## src/srcc_pkg.sv

```systemverilog
// Constants shared by the sensor reset and correction control block
package srcc_pkg;
  localparam logic [7:0] SRCC_CTRL_ADDR = 8'h11;
  localparam logic [7:0] SRCC_DATA_FIRST_ADDR = 8'h01;
  localparam logic [7:0] SRCC_DATA_LAST_ADDR = 8'h06;
  localparam int SRCC_AUTO_BIT = 7;
  localparam int SRCC_RAW_BIT = 5;
  localparam int SRCC_MRST_BIT = 4;
  localparam logic SRCC_AUTO_RESET = 1'b0;
  localparam logic SRCC_RAW_RESET = 1'b0;
  localparam logic SRCC_MRST_RESET = 1'b0;
  localparam int SRCC_DATA_W = 16;
  localparam int SRCC_CLK_PERIOD_NS = 100;
  localparam int SRCC_RST_PULSE_NS = 1000;
  localparam int SRCC_RST_CYCLES =
    (SRCC_RST_PULSE_NS + SRCC_CLK_PERIOD_NS - 1) / SRCC_CLK_PERIOD_NS;
  localparam int SRCC_CNT_W = 8;
  typedef enum logic [1:0] {
    SRCC_ST_IDLE = 2'b00,
    SRCC_ST_RST_MAN = 2'b01,
    SRCC_ST_RST_AUTO = 2'b11,
    SRCC_ST_ACQ = 2'b10
  } srcc_state_t;
endpackage

```

## src/srcc_seq_if.sv

```systemverilog
// Handshake between the control logic and the reset pulse sequencer
`timescale 1ns/1ps
interface srcc_seq_if;
  logic start;
  logic busy;
  logic done;
  logic coil_drive;
  modport ctrl (output start, input busy, input done, input coil_drive);
  modport seq (input start, output busy, output done, output coil_drive);
endinterface

```

## src/srcc_ctrl.sv

```systemverilog
// Sensor reset and offset correction control register with sequencing
`timescale 1ns/1ps
//
// Function
// Auto bit7, raw bit5, trigger bit4 at 0x11
// All three control bits clear after reset
// Auto enable resets sensor before each acquisition
// Host should set auto enable explicitly
// Raw select is write-only, reads zero
// Normal subtracts user offsets; raw skips them
// Calibrated data always passed, raw or not
// Writing trigger one starts sensor reset cycle
// Trigger reads one while reset cycle runs
// Trigger clears itself when cycle completes
// Host polls trigger to zero before trusting data
module srcc_ctrl (
  // Clock and reset
  input wire logic clk,
  input wire logic rst,
  // Register port from the serial slave
  input wire logic [7:0] reg_addr,
  input wire logic reg_wr_en,
  input wire logic [7:0] reg_wr_data,
  input wire logic reg_rd_en,
  output logic [7:0] reg_rd_data,
  // Measurement front end
  input wire logic acq_req,
  output logic acq_start,
  input wire logic meas_valid,
  input wire logic [15:0] meas_x,
  input wire logic [15:0] meas_y,
  input wire logic [15:0] meas_z,
  // User offsets
  input wire logic [15:0] off_x,
  input wire logic [15:0] off_y,
  input wire logic [15:0] off_z,
  // Sensor reset drive and corrected data
  output logic coil_drive,
  output logic [15:0] data_x,
  output logic [15:0] data_y,
  output logic [15:0] data_z,
  output logic data_valid
);
  srcc_seq_if sq ();
  srcc_pkg::srcc_state_t state_reg;
  srcc_pkg::srcc_state_t state_next;
  logic auto_reg;
  logic raw_reg;
  logic mrst_reg;
  logic ctrl_wr;
  logic mrst_set;
  logic acq_start_reg;
  logic [15:0] data_x_reg;
  logic [15:0] data_y_reg;
  logic [15:0] data_z_reg;
  logic data_valid_reg;
  logic [7:0] rd_data_reg;

  srcc_reset_seq #(.CYCLES(srcc_pkg::SRCC_RST_CYCLES)) u_seq (
    .clk(clk),
    .rst(rst),
    .sq(sq)
  );

  assign ctrl_wr = reg_wr_en && reg_addr == srcc_pkg::SRCC_CTRL_ADDR;
  assign mrst_set = ctrl_wr && reg_wr_data[srcc_pkg::SRCC_MRST_BIT];

  always_ff @(posedge clk) begin
    if (rst) begin
      auto_reg <= srcc_pkg::SRCC_AUTO_RESET;
      raw_reg <= srcc_pkg::SRCC_RAW_RESET;
    end else if (ctrl_wr) begin
      auto_reg <= reg_wr_data[srcc_pkg::SRCC_AUTO_BIT];
      raw_reg <= reg_wr_data[srcc_pkg::SRCC_RAW_BIT];
    end
  end

  // A new request in the completing cycle wins and runs one more cycle
  always_ff @(posedge clk) begin
    if (rst) begin
      mrst_reg <= srcc_pkg::SRCC_MRST_RESET;
    end else if (mrst_set) begin
      mrst_reg <= 1'b1;
    end else if (sq.done && state_reg == srcc_pkg::SRCC_ST_RST_MAN) begin
      mrst_reg <= 1'b0;
    end
  end

  // Acquisition requests are taken only in idle; a manual reset goes first
  always_comb begin
    state_next = state_reg;
    sq.start = 1'b0;
    case (state_reg)
      srcc_pkg::SRCC_ST_IDLE: begin
        if (mrst_reg) begin
          state_next = srcc_pkg::SRCC_ST_RST_MAN;
          sq.start = 1'b1;
        end else if (acq_req && auto_reg) begin
          state_next = srcc_pkg::SRCC_ST_RST_AUTO;
          sq.start = 1'b1;
        end else if (acq_req) begin
          state_next = srcc_pkg::SRCC_ST_ACQ;
        end
      end
      srcc_pkg::SRCC_ST_RST_MAN: begin
        if (sq.done) begin
          state_next = srcc_pkg::SRCC_ST_IDLE;
        end
      end
      srcc_pkg::SRCC_ST_RST_AUTO: begin
        if (sq.done) begin
          state_next = srcc_pkg::SRCC_ST_ACQ;
        end
      end
      srcc_pkg::SRCC_ST_ACQ: begin
        if (meas_valid) begin
          state_next = srcc_pkg::SRCC_ST_IDLE;
        end
      end
      default: begin
        state_next = srcc_pkg::SRCC_ST_IDLE;
      end
    endcase
  end

  always_ff @(posedge clk) begin
    if (rst) begin
      state_reg <= srcc_pkg::SRCC_ST_IDLE;
    end else begin
      state_reg <= state_next;
    end
  end

  always_ff @(posedge clk) begin
    if (rst) begin
      acq_start_reg <= 1'b0;
    end else begin
      acq_start_reg <= state_next == srcc_pkg::SRCC_ST_ACQ &&
                       state_reg != srcc_pkg::SRCC_ST_ACQ;
    end
  end

  // Inputs already carry factory calibration; only user offsets are optional
  always_ff @(posedge clk) begin
    if (rst) begin
      data_x_reg <= '0;
      data_y_reg <= '0;
      data_z_reg <= '0;
      data_valid_reg <= 1'b0;
    end else begin
      data_valid_reg <= 1'b0;
      if (state_reg == srcc_pkg::SRCC_ST_ACQ && meas_valid) begin
        data_valid_reg <= 1'b1;
        if (raw_reg) begin
          data_x_reg <= meas_x;
          data_y_reg <= meas_y;
          data_z_reg <= meas_z;
        end else begin
          data_x_reg <= meas_x - off_x;
          data_y_reg <= meas_y - off_y;
          data_z_reg <= meas_z - off_z;
        end
      end
    end
  end

  // Raw select reads back as zero; trigger bit shows pending or running cycle
  always_ff @(posedge clk) begin
    if (rst) begin
      rd_data_reg <= '0;
    end else if (reg_rd_en) begin
      rd_data_reg <= '0;
      if (reg_addr == srcc_pkg::SRCC_CTRL_ADDR) begin
        rd_data_reg[srcc_pkg::SRCC_AUTO_BIT] <= auto_reg;
        rd_data_reg[srcc_pkg::SRCC_MRST_BIT] <= mrst_reg || sq.busy;
      end
    end
  end

  assign reg_rd_data = rd_data_reg;
  assign acq_start = acq_start_reg;
  assign coil_drive = sq.coil_drive;
  assign data_x = data_x_reg;
  assign data_y = data_y_reg;
  assign data_z = data_z_reg;
  assign data_valid = data_valid_reg;

  property p_map;
    @(posedge clk) disable iff (rst)
      ctrl_wr |=> auto_reg == $past(reg_wr_data[7]) && raw_reg == $past(reg_wr_data[5]);
  endproperty
  a_map: assert property (p_map) else $error("control bits misplaced");

  property p_reset_zero;
    @(posedge clk) rst |=> !auto_reg && !raw_reg && !mrst_reg;
  endproperty
  a_reset_zero: assert property (p_reset_zero) else $error("control bits not cleared");

  property p_auto_cycle;
    @(posedge clk) disable iff (rst)
      (state_reg == srcc_pkg::SRCC_ST_IDLE && !mrst_reg && acq_req && auto_reg)
      |=> sq.busy ##[10:12] acq_start;
  endproperty
  a_auto_cycle: assert property (p_auto_cycle) else $error("no reset before acquisition");

  property p_no_auto;
    @(posedge clk) disable iff (rst)
      (state_reg == srcc_pkg::SRCC_ST_IDLE && !mrst_reg && acq_req && !auto_reg)
      |=> acq_start && !sq.busy;
  endproperty
  a_no_auto: assert property (p_no_auto) else $error("unexpected automatic reset");

  property p_raw_hidden;
    @(posedge clk) disable iff (rst) !reg_rd_data[5];
  endproperty
  a_raw_hidden: assert property (p_raw_hidden) else $error("raw select read back");

  property p_offset;
    @(posedge clk) disable iff (rst)
      (state_reg == srcc_pkg::SRCC_ST_ACQ && meas_valid && !raw_reg)
      |=> data_valid && data_x == 16'($past(meas_x) - $past(off_x));
  endproperty
  a_offset: assert property (p_offset) else $error("offset not applied");

  property p_raw_pass;
    @(posedge clk) disable iff (rst)
      (state_reg == srcc_pkg::SRCC_ST_ACQ && meas_valid && raw_reg)
      |=> data_valid && data_z == $past(meas_z);
  endproperty
  a_raw_pass: assert property (p_raw_pass) else $error("raw data altered");

  property p_manual_start;
    @(posedge clk) disable iff (rst)
      (mrst_set && state_reg == srcc_pkg::SRCC_ST_IDLE) |=> mrst_reg ##1 sq.busy;
  endproperty
  a_manual_start: assert property (p_manual_start) else $error("manual reset not started");

  property p_busy_read;
    @(posedge clk) disable iff (rst)
      (reg_rd_en && reg_addr == srcc_pkg::SRCC_CTRL_ADDR && sq.busy) |=> reg_rd_data[4];
  endproperty
  a_busy_read: assert property (p_busy_read) else $error("busy not shown");

  property p_self_clear;
    @(posedge clk) disable iff (rst)
      (sq.done && state_reg == srcc_pkg::SRCC_ST_RST_MAN && !mrst_set) |=> !mrst_reg;
  endproperty
  a_self_clear: assert property (p_self_clear) else $error("trigger not cleared");
endmodule // srcc_ctrl

```

## src/srcc_reset_seq.sv

```systemverilog
// Timed magnetic sensor reset pulse sequencer
`timescale 1ns/1ps
module srcc_reset_seq #(
  parameter int CYCLES = srcc_pkg::SRCC_RST_CYCLES
) (
  // Clock and reset
  input wire logic clk,
  input wire logic rst,
  // Control side
  srcc_seq_if.seq sq
);
  logic [srcc_pkg::SRCC_CNT_W-1:0] cnt_reg;
  logic busy_reg;
  logic done_reg;

  localparam logic [srcc_pkg::SRCC_CNT_W-1:0] LAST = srcc_pkg::SRCC_CNT_W'(CYCLES - 1);

  always_ff @(posedge clk) begin
    if (rst) begin
      busy_reg <= 1'b0;
      cnt_reg <= '0;
    end else if (!busy_reg && sq.start) begin
      busy_reg <= 1'b1;
      cnt_reg <= '0;
    end else if (busy_reg && cnt_reg == LAST) begin
      busy_reg <= 1'b0;
    end else if (busy_reg) begin
      cnt_reg <= cnt_reg + 1'b1;
    end
  end

  always_ff @(posedge clk) begin
    if (rst) begin
      done_reg <= 1'b0;
    end else begin
      done_reg <= busy_reg && cnt_reg == LAST;
    end
  end

  assign sq.busy = busy_reg;
  assign sq.done = done_reg;
  assign sq.coil_drive = busy_reg;

  // Helper run length, so the pulse check needs no long repetition
  logic [srcc_pkg::SRCC_CNT_W-1:0] len_reg;

  always_ff @(posedge clk) begin
    if (rst || !busy_reg) begin
      len_reg <= '0;
    end else begin
      len_reg <= len_reg + 1'b1;
    end
  end

  property p_pulse_len;
    @(posedge clk) disable iff (rst) $fell(busy_reg) |-> $past(len_reg) == LAST;
  endproperty
  a_pulse_len: assert property (p_pulse_len) else $error("reset pulse length wrong");

  property p_pulse_max;
    @(posedge clk) disable iff (rst) busy_reg |-> len_reg <= LAST;
  endproperty
  a_pulse_max: assert property (p_pulse_max) else $error("reset pulse too long");
endmodule // srcc_reset_seq

```

## config.mk

```make
export PLATFORM = sky130hd
export DESIGN_NAME = srcc_ctrl
export DESIGN_NICKNAME = d
export VERILOG_FILES = /design/src/srcc_pkg.sv /design/src/srcc_seq_if.sv /design/src/srcc_ctrl.sv /design/src/srcc_reset_seq.sv
export SDC_FILE = /design/constraint.sdc
export NUM_CORES = 1
export LEC_CHECK = 0
export ABC_CLOCK_PERIOD_IN_PS = 3100
export BUFFER_PORTS_ARGS = -buffer_cell sky130_fd_sc_hd__buf_2
export CORE_ASPECT_RATIO = 1.5
export CORE_MARGIN = 10
export CORE_UTILIZATION = 51
export DETAILED_ROUTE_END_ITERATION = 16
export GPL_TIMING_DRIVEN = 0
export PLACE_DENSITY = 0.89
export REMOVE_ABC_BUFFERS = 1
export SLEW_MARGIN = 0
export SYNTH_ARGS = -nofsm -noshare
export SYNTH_HDL_FRONTEND = slang
export SYNTH_SLANG_ARGS = --single-unit
export TNS_END_PERCENT = 50
```

## constraint.sdc

```tcl
create_clock -name clk -period 3.1 [get_ports clk]
set_input_delay 0.465 -clock clk [delete_from_list [all_inputs] [get_ports clk]]
set_output_delay 0.465 -clock clk [all_outputs]
set_load 0.02 [all_outputs]
```

==> summary.md, run 1 <==
| Metric | Value |
|---|---|
| Die width | `99.54 um` |
| Fmax | `0.3486 GHz` |
| Clk sink count | `67` |
| CTS buffer count | `9` |
| Critical path required time | `3370 ps` |
| CTS max path bufs | `2` |
| Cell count after synthesis | `626` |
| Worst-path clk slew | `60 ps` |
| Post-route setup slack | `231.0 ps` |
| Routed vias | `4968` |
| CP max FO | `3` |
| Antenna violations before repair | `0` |
| Yosys warns | `0` |
| Final WL | `13.83 mm` |
| Crit path max-delay family | `compound AO/OA/AOI/OAI gates` |
| Cell Pwr Density | `433.1 nW/um2` |
| Mapped Area | `4840 um2` |
| Kind of critical path | `input port to flop` |
| Synthesized area per cell | `7.731 um2` |
| Worst Hold End | `data_z[11]` |
| Postcts setup bufs | `0` |
| Buf+Inv Stages, Crit Path | `2` |
| Final hold viol count | `0` |
| Critical Path Max Stage Delay | `470 ps` |
| Critical path cell sequence | `buf_2 > inv_1 > ha_1 > fa_1 > and2b_1 > o21ai_0 > a21boi_0 > o211ai_1 > a21oi_1 > nor4b_1 > or4_1 > nand3_1` |
| PortBufs | `165` |
| Io pins | `177` |
| H-tree Lvls | `3` |
| Async S/R FF share, synth | `0%` |
| CP max stage cell | `or4_1` |
| Initial DRC count | `161` |
| Area added between synthesis and finish | `24.72%` |
| Pin count of the biggest net entering global routing | `37` |
| Unique masters post-synth | `56` |
| Fraction of power consumed by sequential logic | `35.2%` |
| Final nets | `947` |
| CTS tree | `built` |
| P_sw | `0.8542 mW` |
| Internal | `1.760 mW` |
| CTS root buffer | `clkbuf_16` |
| Final Skew | `6.920 ps` |
| FF-to-FF Start | `state_reg[1]` |
| Combinational Power Share | `26.7%` |
| DRT Pass-1 Iters | `4` |
| Max_cap viols | `0` |
| WL per Instance | `15.44 um` |
| Worst-Margin Slew | `786.7 ps` |
| Post-route setup TNS | `0 ps` |
| Hold depth | `3` |
| Diode count | `0` |
| First-pass GRT wire length | `22.31 mm` |
| Final setup viols | `0` |
| Crit path launch type | `input port` |
| Internal reg-to-reg setup slack | `310 ps` |
| Post-detail-place hpwl | `10.84 mm` |
| Peak supply drop | `0.0003480 V` |
| Post-route ant nets | `0` |
| Yosys reg bits | `67` |
| Area after DPL | `5744 um2` |
| RSZ-0062 raised after global routing | `false` |
| Slew Limit Fails | `0` |
| Sequential-to-total area share from yosys stat | `27.71%` |
| Die H | `139.3 um` |
| Crit. End Element | `flop` |
| Static leakage | `2.965 nW` |
| Dpl ws | `-476.5 ps` |
| Grt ovf | `0` |
| Die ar. | `13870 um2` |
| Rel. slew slack | `47.55%` |
| Min Tclk post-route | `2869 ps` |
| CP arrival | `3140 ps` |
| Sw frac | `32.68%` |
| Clock Latency Late Sink | `340 ps` |
| Fraction of layout cells with a size suffix above 1 | `24.87%` |
| Core box area | `9254 um2` |
| Vias per Instance | `5.545` |
| Leading cell type in the layout, fill and taps excluded | `buf_2` |
| Initial Utilization | `52.30%` |
| Worst reg2reg path depth | `6` |
| Placer Congestion | `0.8837` |
| Gr usage total | `19.07%` |
| Ys flop type | `dfxtp_1` |
| Worst hold path class | `input port to flop` |
| Row cnt | `43` |
| Vias in the first global route | `4927` |
| Hold_sp | `meas_z[11]` |
| Status | `completed` |
| Residual DRC count | `0` |
| Commonest non-fill, non-tap cells in the layout | `buf_2, dfxtp_1, o21ai_0` |
| Design Area, Final | `6036 um2` |
| R2R Path End | `data_y[10]` |
| Tcrit/Tclk final | `92.55%` |
| Clock power share | `38.1%` |
| EDFF count, synth | `0` |
repair_timing:
| action | CTS | global route |
|---|---|---|
| gates resized for setup | 2 | 1 |
| hold buffers | 0 | 0 |
| endpoints found under the setup margin | 18 | 1 |
| hold endpoints to repair | 0 | 0 |
power groups by stage:
stage	logic (mW)	clock network, mW	registers (mW)
after CTS	0.701	1.01	0.921
after global placement	0.672	0	0.939
after global routing	0.780	1.03	0.926
after detailed placement	0.695	0	0.940
final	0.698	0.995	0.921
after floorplan	0.421	0	0.988
synthesized netlist by cell type (all sizes together) (3+ instances only):
cell type	n	area (um2)
dfxtp	67	1341
and3	5	31.28
nand2	50	187.7
o21ai	65	325.3
buf	10	61.30
inv	59	221.5
xnor2	12	105.1
fa	3	60.06
nand2b	12	75.07
nand4	5	31.28
nor2b	11	68.82
a211oi	3	22.52
nand3	13	65.06
nor4b	6	52.55
a21o	5	37.54
a31oi	3	18.77
o31a	4	35.03
or3	9	56.30
a22oi	19	142.6
a21oi	41	205.2
xor2	21	183.9
a22o	9	78.83
nor3b	6	45.04
or2	3	18.77
a211o	3	26.28
a32oi	4	35.03
and2	3	18.77
ha	47	588.1
clkbuf	20	75.07
o21a	11	82.58
nor2	46	172.7
nor3	17	85.08
o211ai	6	50.05
o31ai	7	52.55
tightest hold or removal path: cells and delay by family:
family / cells / cell delay (ps)
AO/OA/AOI/OAI: 2 / 110
buffers and inverters: 1 / 90
cells by family (layout without fill, tap and decap cells):
family	count (synthesis)	in the layout	synth area share [%]
compound gates	190	190	25.00
xor+xnor	33	33	5.972
fa+ha+maj	50	50	13.39
buf+inv	89	242	7.394
flops	67	67	27.71
mux	2	2	0.4137
other cells	1	6	0.07749
simple gates	194	194	20.04
worst max-delay path by stage:
| stage | end | cells after the start | slack, ps | start |
|---|---|---|---|---|
| final | data_x[12] | 12 | 230 | meas_x[0] |
| after global routing | data_x[12] | 12 | 70 | meas_x[0] |
| after CTS | data_x[12] | 6 | 100 | state_reg[1] |
| after detailed placement | data_x[12] | 6 | -480 | rst |
| after global placement | data_z[14] | 4 | -860 | rst |
| after floorplan | data_x[12] | 11 | 480 | meas_x[0] |
per-layer routing:
layer	GRT usage, %	part of all wire [%]
met3	5.203	7.1
met5	0	0
met1	19.01	38
met2	35.11	53
met4	8.857	2.4
per-stage QoR:
step,hold slack [ps],instances,total power [mW],util [%]
after floorplan,444.2,601,1.409,-
after global placement,429.0,878,1.610,61.47
after detailed placement,438.7,880,1.635,62.07
after CTS,362.1,896,2.632,65.20
after global routing,379.7,896,2.738,65.22
final,363.7,896,2.614,65.22
final cells by class:
cell class / instances / area, um2
clock buffers: 9 / 225.2
clock inverters: 7 / 58.81
fillers: 796 / 3218
inverters: 59 / 225.2
multi-input cells: 475 / 3171
flip-flops and latches: 67 / 1343
well taps: 112 / 140.1
repair buffers: 167 / 873.3
(Power assumes the default switching activity.)
==> run 2, diff against run 1 <==
--- a/config.mk
+++ b/config.mk
@@ -7,6 +7,7 @@
 export LEC_CHECK = 0
 export ABC_CLOCK_PERIOD_IN_PS = 3100
 export BUFFER_PORTS_ARGS = -buffer_cell sky130_fd_sc_hd__buf_2
+export CAP_MARGIN = 20
 export CORE_ASPECT_RATIO = 1.5
 export CORE_MARGIN = 10
 export CORE_UTILIZATION = 51
@@ -17,5 +18,6 @@
 export SLEW_MARGIN = 0
 export SYNTH_ARGS = -nofsm -noshare
 export SYNTH_HDL_FRONTEND = slang
+export SYNTH_HIERARCHICAL = 1
 export SYNTH_SLANG_ARGS = --single-unit
 export TNS_END_PERCENT = 50
==> summary.md, run 2 <==
| Metric | Value |
|---|---|
| Worst reg2reg path depth | `8` |
| Max_cap viols | `0` |
| Row cnt | `43` |
| Top cell type's share of synthesized area | `27.42%` |
| Final Util | `66.18%` |
| Dpl ws | `-266.4 ps` |
| Routed vias | `5138` |
| EDFF count, synth | `0` |
| CTS tree | `built` |
| Peak supply drop | `0.0003347 V` |
| Initial Utilization | `52.55%` |
| Core box area | `9308 um2` |
| Final hold viol count | `0` |
| Slew Limit Fails | `0` |
| Cell count after synthesis | `616` |
| Internal reg-to-reg setup slack | `120 ps` |
| Finished Layout Cells | `888` |
| Most frequent cell after synthesis | `dfxtp_1` |
| Final WL | `15.61 mm` |
| CTS buffer count | `9` |
| Vias per Instance | `5.786` |
| Area added between synthesis and finish | `25.94%` |
| Ys flop type | `dfxtp_1` |
| Filler cells | `765` |
| Critical path required time | `3320 ps` |
| Hold_sp | `meas_z[9]` |
| Commonest non-fill, non-tap cells in the layout | `buf_2, dfxtp_1, inv_1` |
| Async S/R FF share, synth | `0%` |
| Synth top area cells | `dfxtp_1, ha_1, o21ai_0` |
| Antenna violations before repair | `1` |
| Buf+Inv Stages, Crit Path | `1` |
| FF-to-FF Start | `state_reg[0]` |
| Cell Pwr Density | `466.0 nW/um2` |
| Post-route setup slack | `124.3 ps` |
| CTS root buffer | `clkbuf_16` |
| Die width | `99.96 um` |
| Residual DRC count | `0` |
| Yosys reg bits | `67` |
| Status | `completed` |
| Clk sink count | `67` |
| Critical path cell sequence | `nor2b_1 > nand2_1 > or2_2 > clkinv_1 > nand2_2 > o31ai_1 > a221oi_1 > nand2_1` |
| Static leakage | `3.055 nW` |
| Final Skew | `8.832 ps` |
| Sequential-to-total area share from yosys stat | `27.42%` |
| Top cells by count, synth | `dfxtp_1, inv_1, nand2_1` |
| Rel. slew slack | `52.01%` |
| Synthesized area per cell | `7.940 um2` |
| Worst Hold End | `data_z[9]` |
| Post-detail-place hpwl | `11.97 mm` |
| Gr usage total | `21.30%` |
| Fraction of layout cells with a size suffix above 1 | `25.55%` |
| Final nets | `939` |
| RSZ-0062 raised after global routing | `false` |
| CP max stage cell | `clkinv_1` |
| Crit path launch type | `flop` |
| Post-route ant nets | `0` |
| PortBufs | `165` |
| Leading cell type in the layout, fill and taps excluded | `buf_2` |
| Hold depth | `3` |
| Crit path max-delay family | `simple AND/OR/NAND/NOR gates` |
| Worst-Margin Slew | `715.4 ps` |
| Yosys warns | `6` |
| Kind of critical path | `flop to flop` |
| CP max FO | `22` |
| Worst hold path class | `input port to flop` |
| Io pins | `177` |
| WL per Instance | `17.58 um` |
| Die ar. | `13990 um2` |
| CP most frequent cell | `nand2_1` |
| Initial DRC count | `290` |
| Crit. End Element | `flop` |
| First-pass GRT wire length | `24.72 mm` |
| CTS max path bufs | `2` |
| CP arrival | `3200 ps` |
| H-tree Lvls | `3` |
| Critical Path Max Stage Delay | `720 ps` |
| Worst Setup SP | `state_reg[0]` |
| R2R Path End | `data_z[14]` |
| Mapped Area | `4891 um2` |
| Pin count of the biggest net entering global routing | `39` |
| Fmax | `0.3361 GHz` |
| Tcrit/Tclk final | `95.99%` |
| Min Tclk post-route | `2976 ps` |
| CTS hold repair buffers | `0` |
| Vias in the first global route | `5382` |
| Final setup viols | `0` |
| Die H | `139.9 um` |
| Placer Congestion | `0.8944` |
| Unique masters post-synth | `67` |
| Grt ovf | `0` |
| DRT Pass-1 Iters | `5` |
| Placed cells | `872` |
| Cell taking the most area after synthesis | `dfxtp_1` |
| Worst-path clk slew | `60 ps` |
| Clock Latency Late Sink | `340 ps` |
run 2: worst max path at each step:
stage,end,slack (ps),depth (start not counted)
global route,data_z[14],30,8
finish,data_z[14],120,8
detailed placement,data_z[14],-270,7
global placement,data_z[14],-1180,4
floorplan,data_z[14],360,4
CTS,data_z[14],170,8
run 2: layout make-up:
| type | count | area, um2 | share of cell area [%] |
|---|---|---|---|
| multi-input cells | 464 | 3218 | 52.24 |
| flip-flops and latches | 67 | 1343 | 21.80 |
| repair buffers | 168 | 877.1 | 14.24 |
| clock buffers | 11 | 252.7 | 4.103 |
| inverters | 61 | 229.0 | 3.717 |
| well taps | 112 | 140.1 | 2.275 |
| clock inverters | 4 | 97.59 | 1.584 |
| diodes | 1 | 2.502 | 0.04063 |
run 2: where the power goes:
part / total, mW / internal (mW) / switching (mW)
logic: 0.730 / 0.312 / 0.418
registers: 0.924 / 0.902 / 0.0218
clock network: 1.22 / 0.825 / 0.391
run 2: logic make-up after synthesis:
kind of cell | share of synthesized area (%)
other cells | 0.07667
simple gates | 17.65
flops | 27.42
compound gates | 27.40
buf+inv | 7.444
mux | 0.8442
fa+ha+maj | 13.25
xor+xnor | 5.909
run 2: layer usage:
layer / vias up / share of wire (%) / global-route usage, %
met2: 216 / 52 / 38.61
li1: 2513 / - / -
met5: - / 0 / 0
met3: 43 / 7.5 / 5.958
met1: 2366 / 37 / 21.52
met4: 0 / 3.4 / 10.22
run 2: metrics by stage:
| step | setup TNS (ps) | area [um2] | hold slack, ps | power (mW) |
|---|---|---|---|---|
| 2_1_floorplan | 0 | 4775 | 444.2 | 1.420 |
| 3_3_place_gp | -49610 | 5741 | 429.2 | 1.618 |
| 3_5_place_dp | -753.8 | 5804 | 439.8 | 1.655 |
| 4_1_cts | 0 | 6157 | 367.8 | 2.875 |
| 5_1_grt | 0 | 6160 | 369.5 | 3.001 |
| 6_report | 0 | 6160 | 371.9 | 2.870 |
run 2: timing repair:
item                                   in CTS  in global routing
setup buffers                               0                  0
setup endpoints to repair                   1                  0
resized for setup                           1                  0
endpoints found under the hold margin       0                  0
run 2: worst register-to-register path, cell delays in order (launching register included):
cell and delay, ps:
dfxtp_1 400, nor2b_1 130, nand2_1 70, or2_2 400, clkinv_1 720, nand2_2 650
o31ai_1 150, a221oi_1 270, nand2_1 90
==> run 3, diff against run 2 <==
--- a/config.mk
+++ b/config.mk
@@ -6,9 +6,9 @@
 export NUM_CORES = 1
 export LEC_CHECK = 0
 export ABC_CLOCK_PERIOD_IN_PS = 3100
-export BUFFER_PORTS_ARGS = -buffer_cell sky130_fd_sc_hd__buf_2
+export BUFFER_PORTS_ARGS = -buffer_cell sky130_fd_sc_hd__buf_4
 export CAP_MARGIN = 20
-export CORE_ASPECT_RATIO = 1.5
+export CORE_ASPECT_RATIO = 1.4
 export CORE_MARGIN = 10
 export CORE_UTILIZATION = 51
 export DETAILED_ROUTE_END_ITERATION = 16
==> summary.md, run 3 (synthesis results as in run 2) <==
| Metric | Value |
|---|---|
| Final Skew | `6.999 ps` |
| Clock Latency Late Sink | `340 ps` |
| Static leakage | `3.137 nW` |
| Die ar. | `13960 um2` |
| CTS max path bufs | `2` |
| Area added between synthesis and finish | `33.46%` |
| Diode count | `0` |
| Critical path required time | `3320 ps` |
| Die width | `102.8 um` |
| Sw frac | `30.64%` |
| WHS | `363.3 ps` |
| Placer Congestion | `0.8781` |
| Fraction of layout cells with a size suffix above 1 | `25.52%` |
| Post-route setup slack | `270.4 ps` |
| Dpl ws | `-32.56 ps` |
| Cell Pwr Density | `419.5 nW/um2` |
| H-tree Lvls | `3` |
| Grt ovf | `0` |
| Final setup viols | `0` |
| Max_cap viols | `0` |
| Worst hold path class | `input port to flop` |
| CTS root buffer | `clkbuf_16` |
| Post-route setup TNS | `0 ps` |
| Final WL | `15.70 mm` |
| WL per Instance | `17.72 um` |
| Pwr Total | `2.738 mW` |
| Crit. End Element | `flop` |
| First-pass GRT wire length | `24.50 mm` |
| Rel. slew slack | `45.52%` |
| Fmax | `0.3534 GHz` |
| Initial DRC count | `286` |
| Slew Limit Fails | `0` |
| Crit path launch type | `flop` |
| Tcrit/Tclk final | `91.28%` |
| Gr usage total | `21.71%` |
| Worst reg2reg path depth | `8` |
| Post-route ant nets | `0` |
| Final hold viol count | `0` |
| Routed vias | `5143` |
| Leading cell type in the layout, fill and taps excluded | `buf_4` |
| Initial Utilization | `52.00%` |
| Commonest non-fill, non-tap cells in the layout | `buf_4, dfxtp_1, inv_1` |
| Row cnt | `42` |
| CP arrival | `3050 ps` |
| CTS tree | `built` |
| Clk sink count | `67` |
| Peak supply drop | `0.0002605 V` |
| Filler cells | `732` |
| Area after DPL | `6230 um2` |
| Worst-path clk slew | `60 ps` |
| RSZ-0062 raised after global routing | `false` |
| Status | `completed` |
| CTS buffer count | `9` |
| Placed cells | `870` |
| Combinational Power Share | `28.8%` |
| Io pins | `177` |
| Pin count of the biggest net entering global routing | `34` |
| Design Area, Final | `6528 um2` |
| DRT Pass-1 Iters | `6` |
| Final nets | `939` |
| Hold depth | `3` |
| Final Util | `69.39%` |
| P_sw | `0.8389 mW` |
| Die H | `135.9 um` |
| Clock power share | `37.4%` |
| Vias per Instance | `5.805` |
| Core box area | `9407 um2` |
| Min Tclk post-route | `2830 ps` |
| Worst-Margin Slew | `814.2 ps` |
| Vias in the first global route | `5273` |
| Fraction of power consumed by sequential logic | `33.8%` |
| Residual DRC count | `0` |
| Post-detail-place hpwl | `12.20 mm` |
| Finished Layout Cells | `886` |
| PortBufs | `165` |
| Internal | `1.899 mW` |
| Kind of critical path | `flop to flop` |
| CP max FO | `22` |
| Antenna violations before repair | `0` |
-- run 3: critical path, cell delays in order (launching register included) --
cell and delay, ps:
dfxtp_1 410, nor2b_1 130, nand2_1 70, or2_2 380, clkinv_1 650, nand2_2 620, o31ai_1 150, a221oi_1 220
nand2_1 80
-- run 3: area by class of cell --
type | count | area [um2] | area share, %
inverters | 61 | 229.0 | 3.508
multi-input cells | 464 | 3218 | 49.30
clock buffers | 10 | 229.0 | 3.508
well taps | 110 | 137.6 | 2.108
repair buffers | 168 | 1305 | 19.99
flip-flops and latches | 67 | 1343 | 20.57
clock inverters | 6 | 66.31 | 1.016
-- run 3: path summary, 6_finish.rpt --
path / start / end / slack (ps)
setup reg to reg: state_reg[0] / data_z[14] / 270
hold / removal: meas_x[11] / data_x[11] / 360
hold reg to reg: data_y[1] / data_y[1] / 460
setup / recovery: state_reg[0] / data_z[14] / 270
-- run 3: what timing repair did --
action,4_1_cts,5_1_grt
gates resized for setup,0,1
setup buffers,0,0
hold buffers,0,0
endpoints found under the setup margin,0,9
-- run 3: power by group through the flow --
stage | combinational (mW) | sequential (mW) | clock [mW]
after floorplan | 0.431 | 0.989 | 0
after global placement | 0.738 | 0.942 | 0
after detailed placement | 0.776 | 0.943 | 0
after CTS | 0.784 | 0.925 | 1.03
after global routing | 0.869 | 0.930 | 1.08
final | 0.790 | 0.926 | 1.02
-- run 3: routing by layer --
metal  part of all wire (%)  vias to the layer above  GRT usage [%]
met5                      0                        -              0
met4                    4.1                        0          10.85
met3                    6.4                       48          5.183
met2                     53                      201          39.89
met1                     37                     2388          22.04
li1                       -                     2506              -
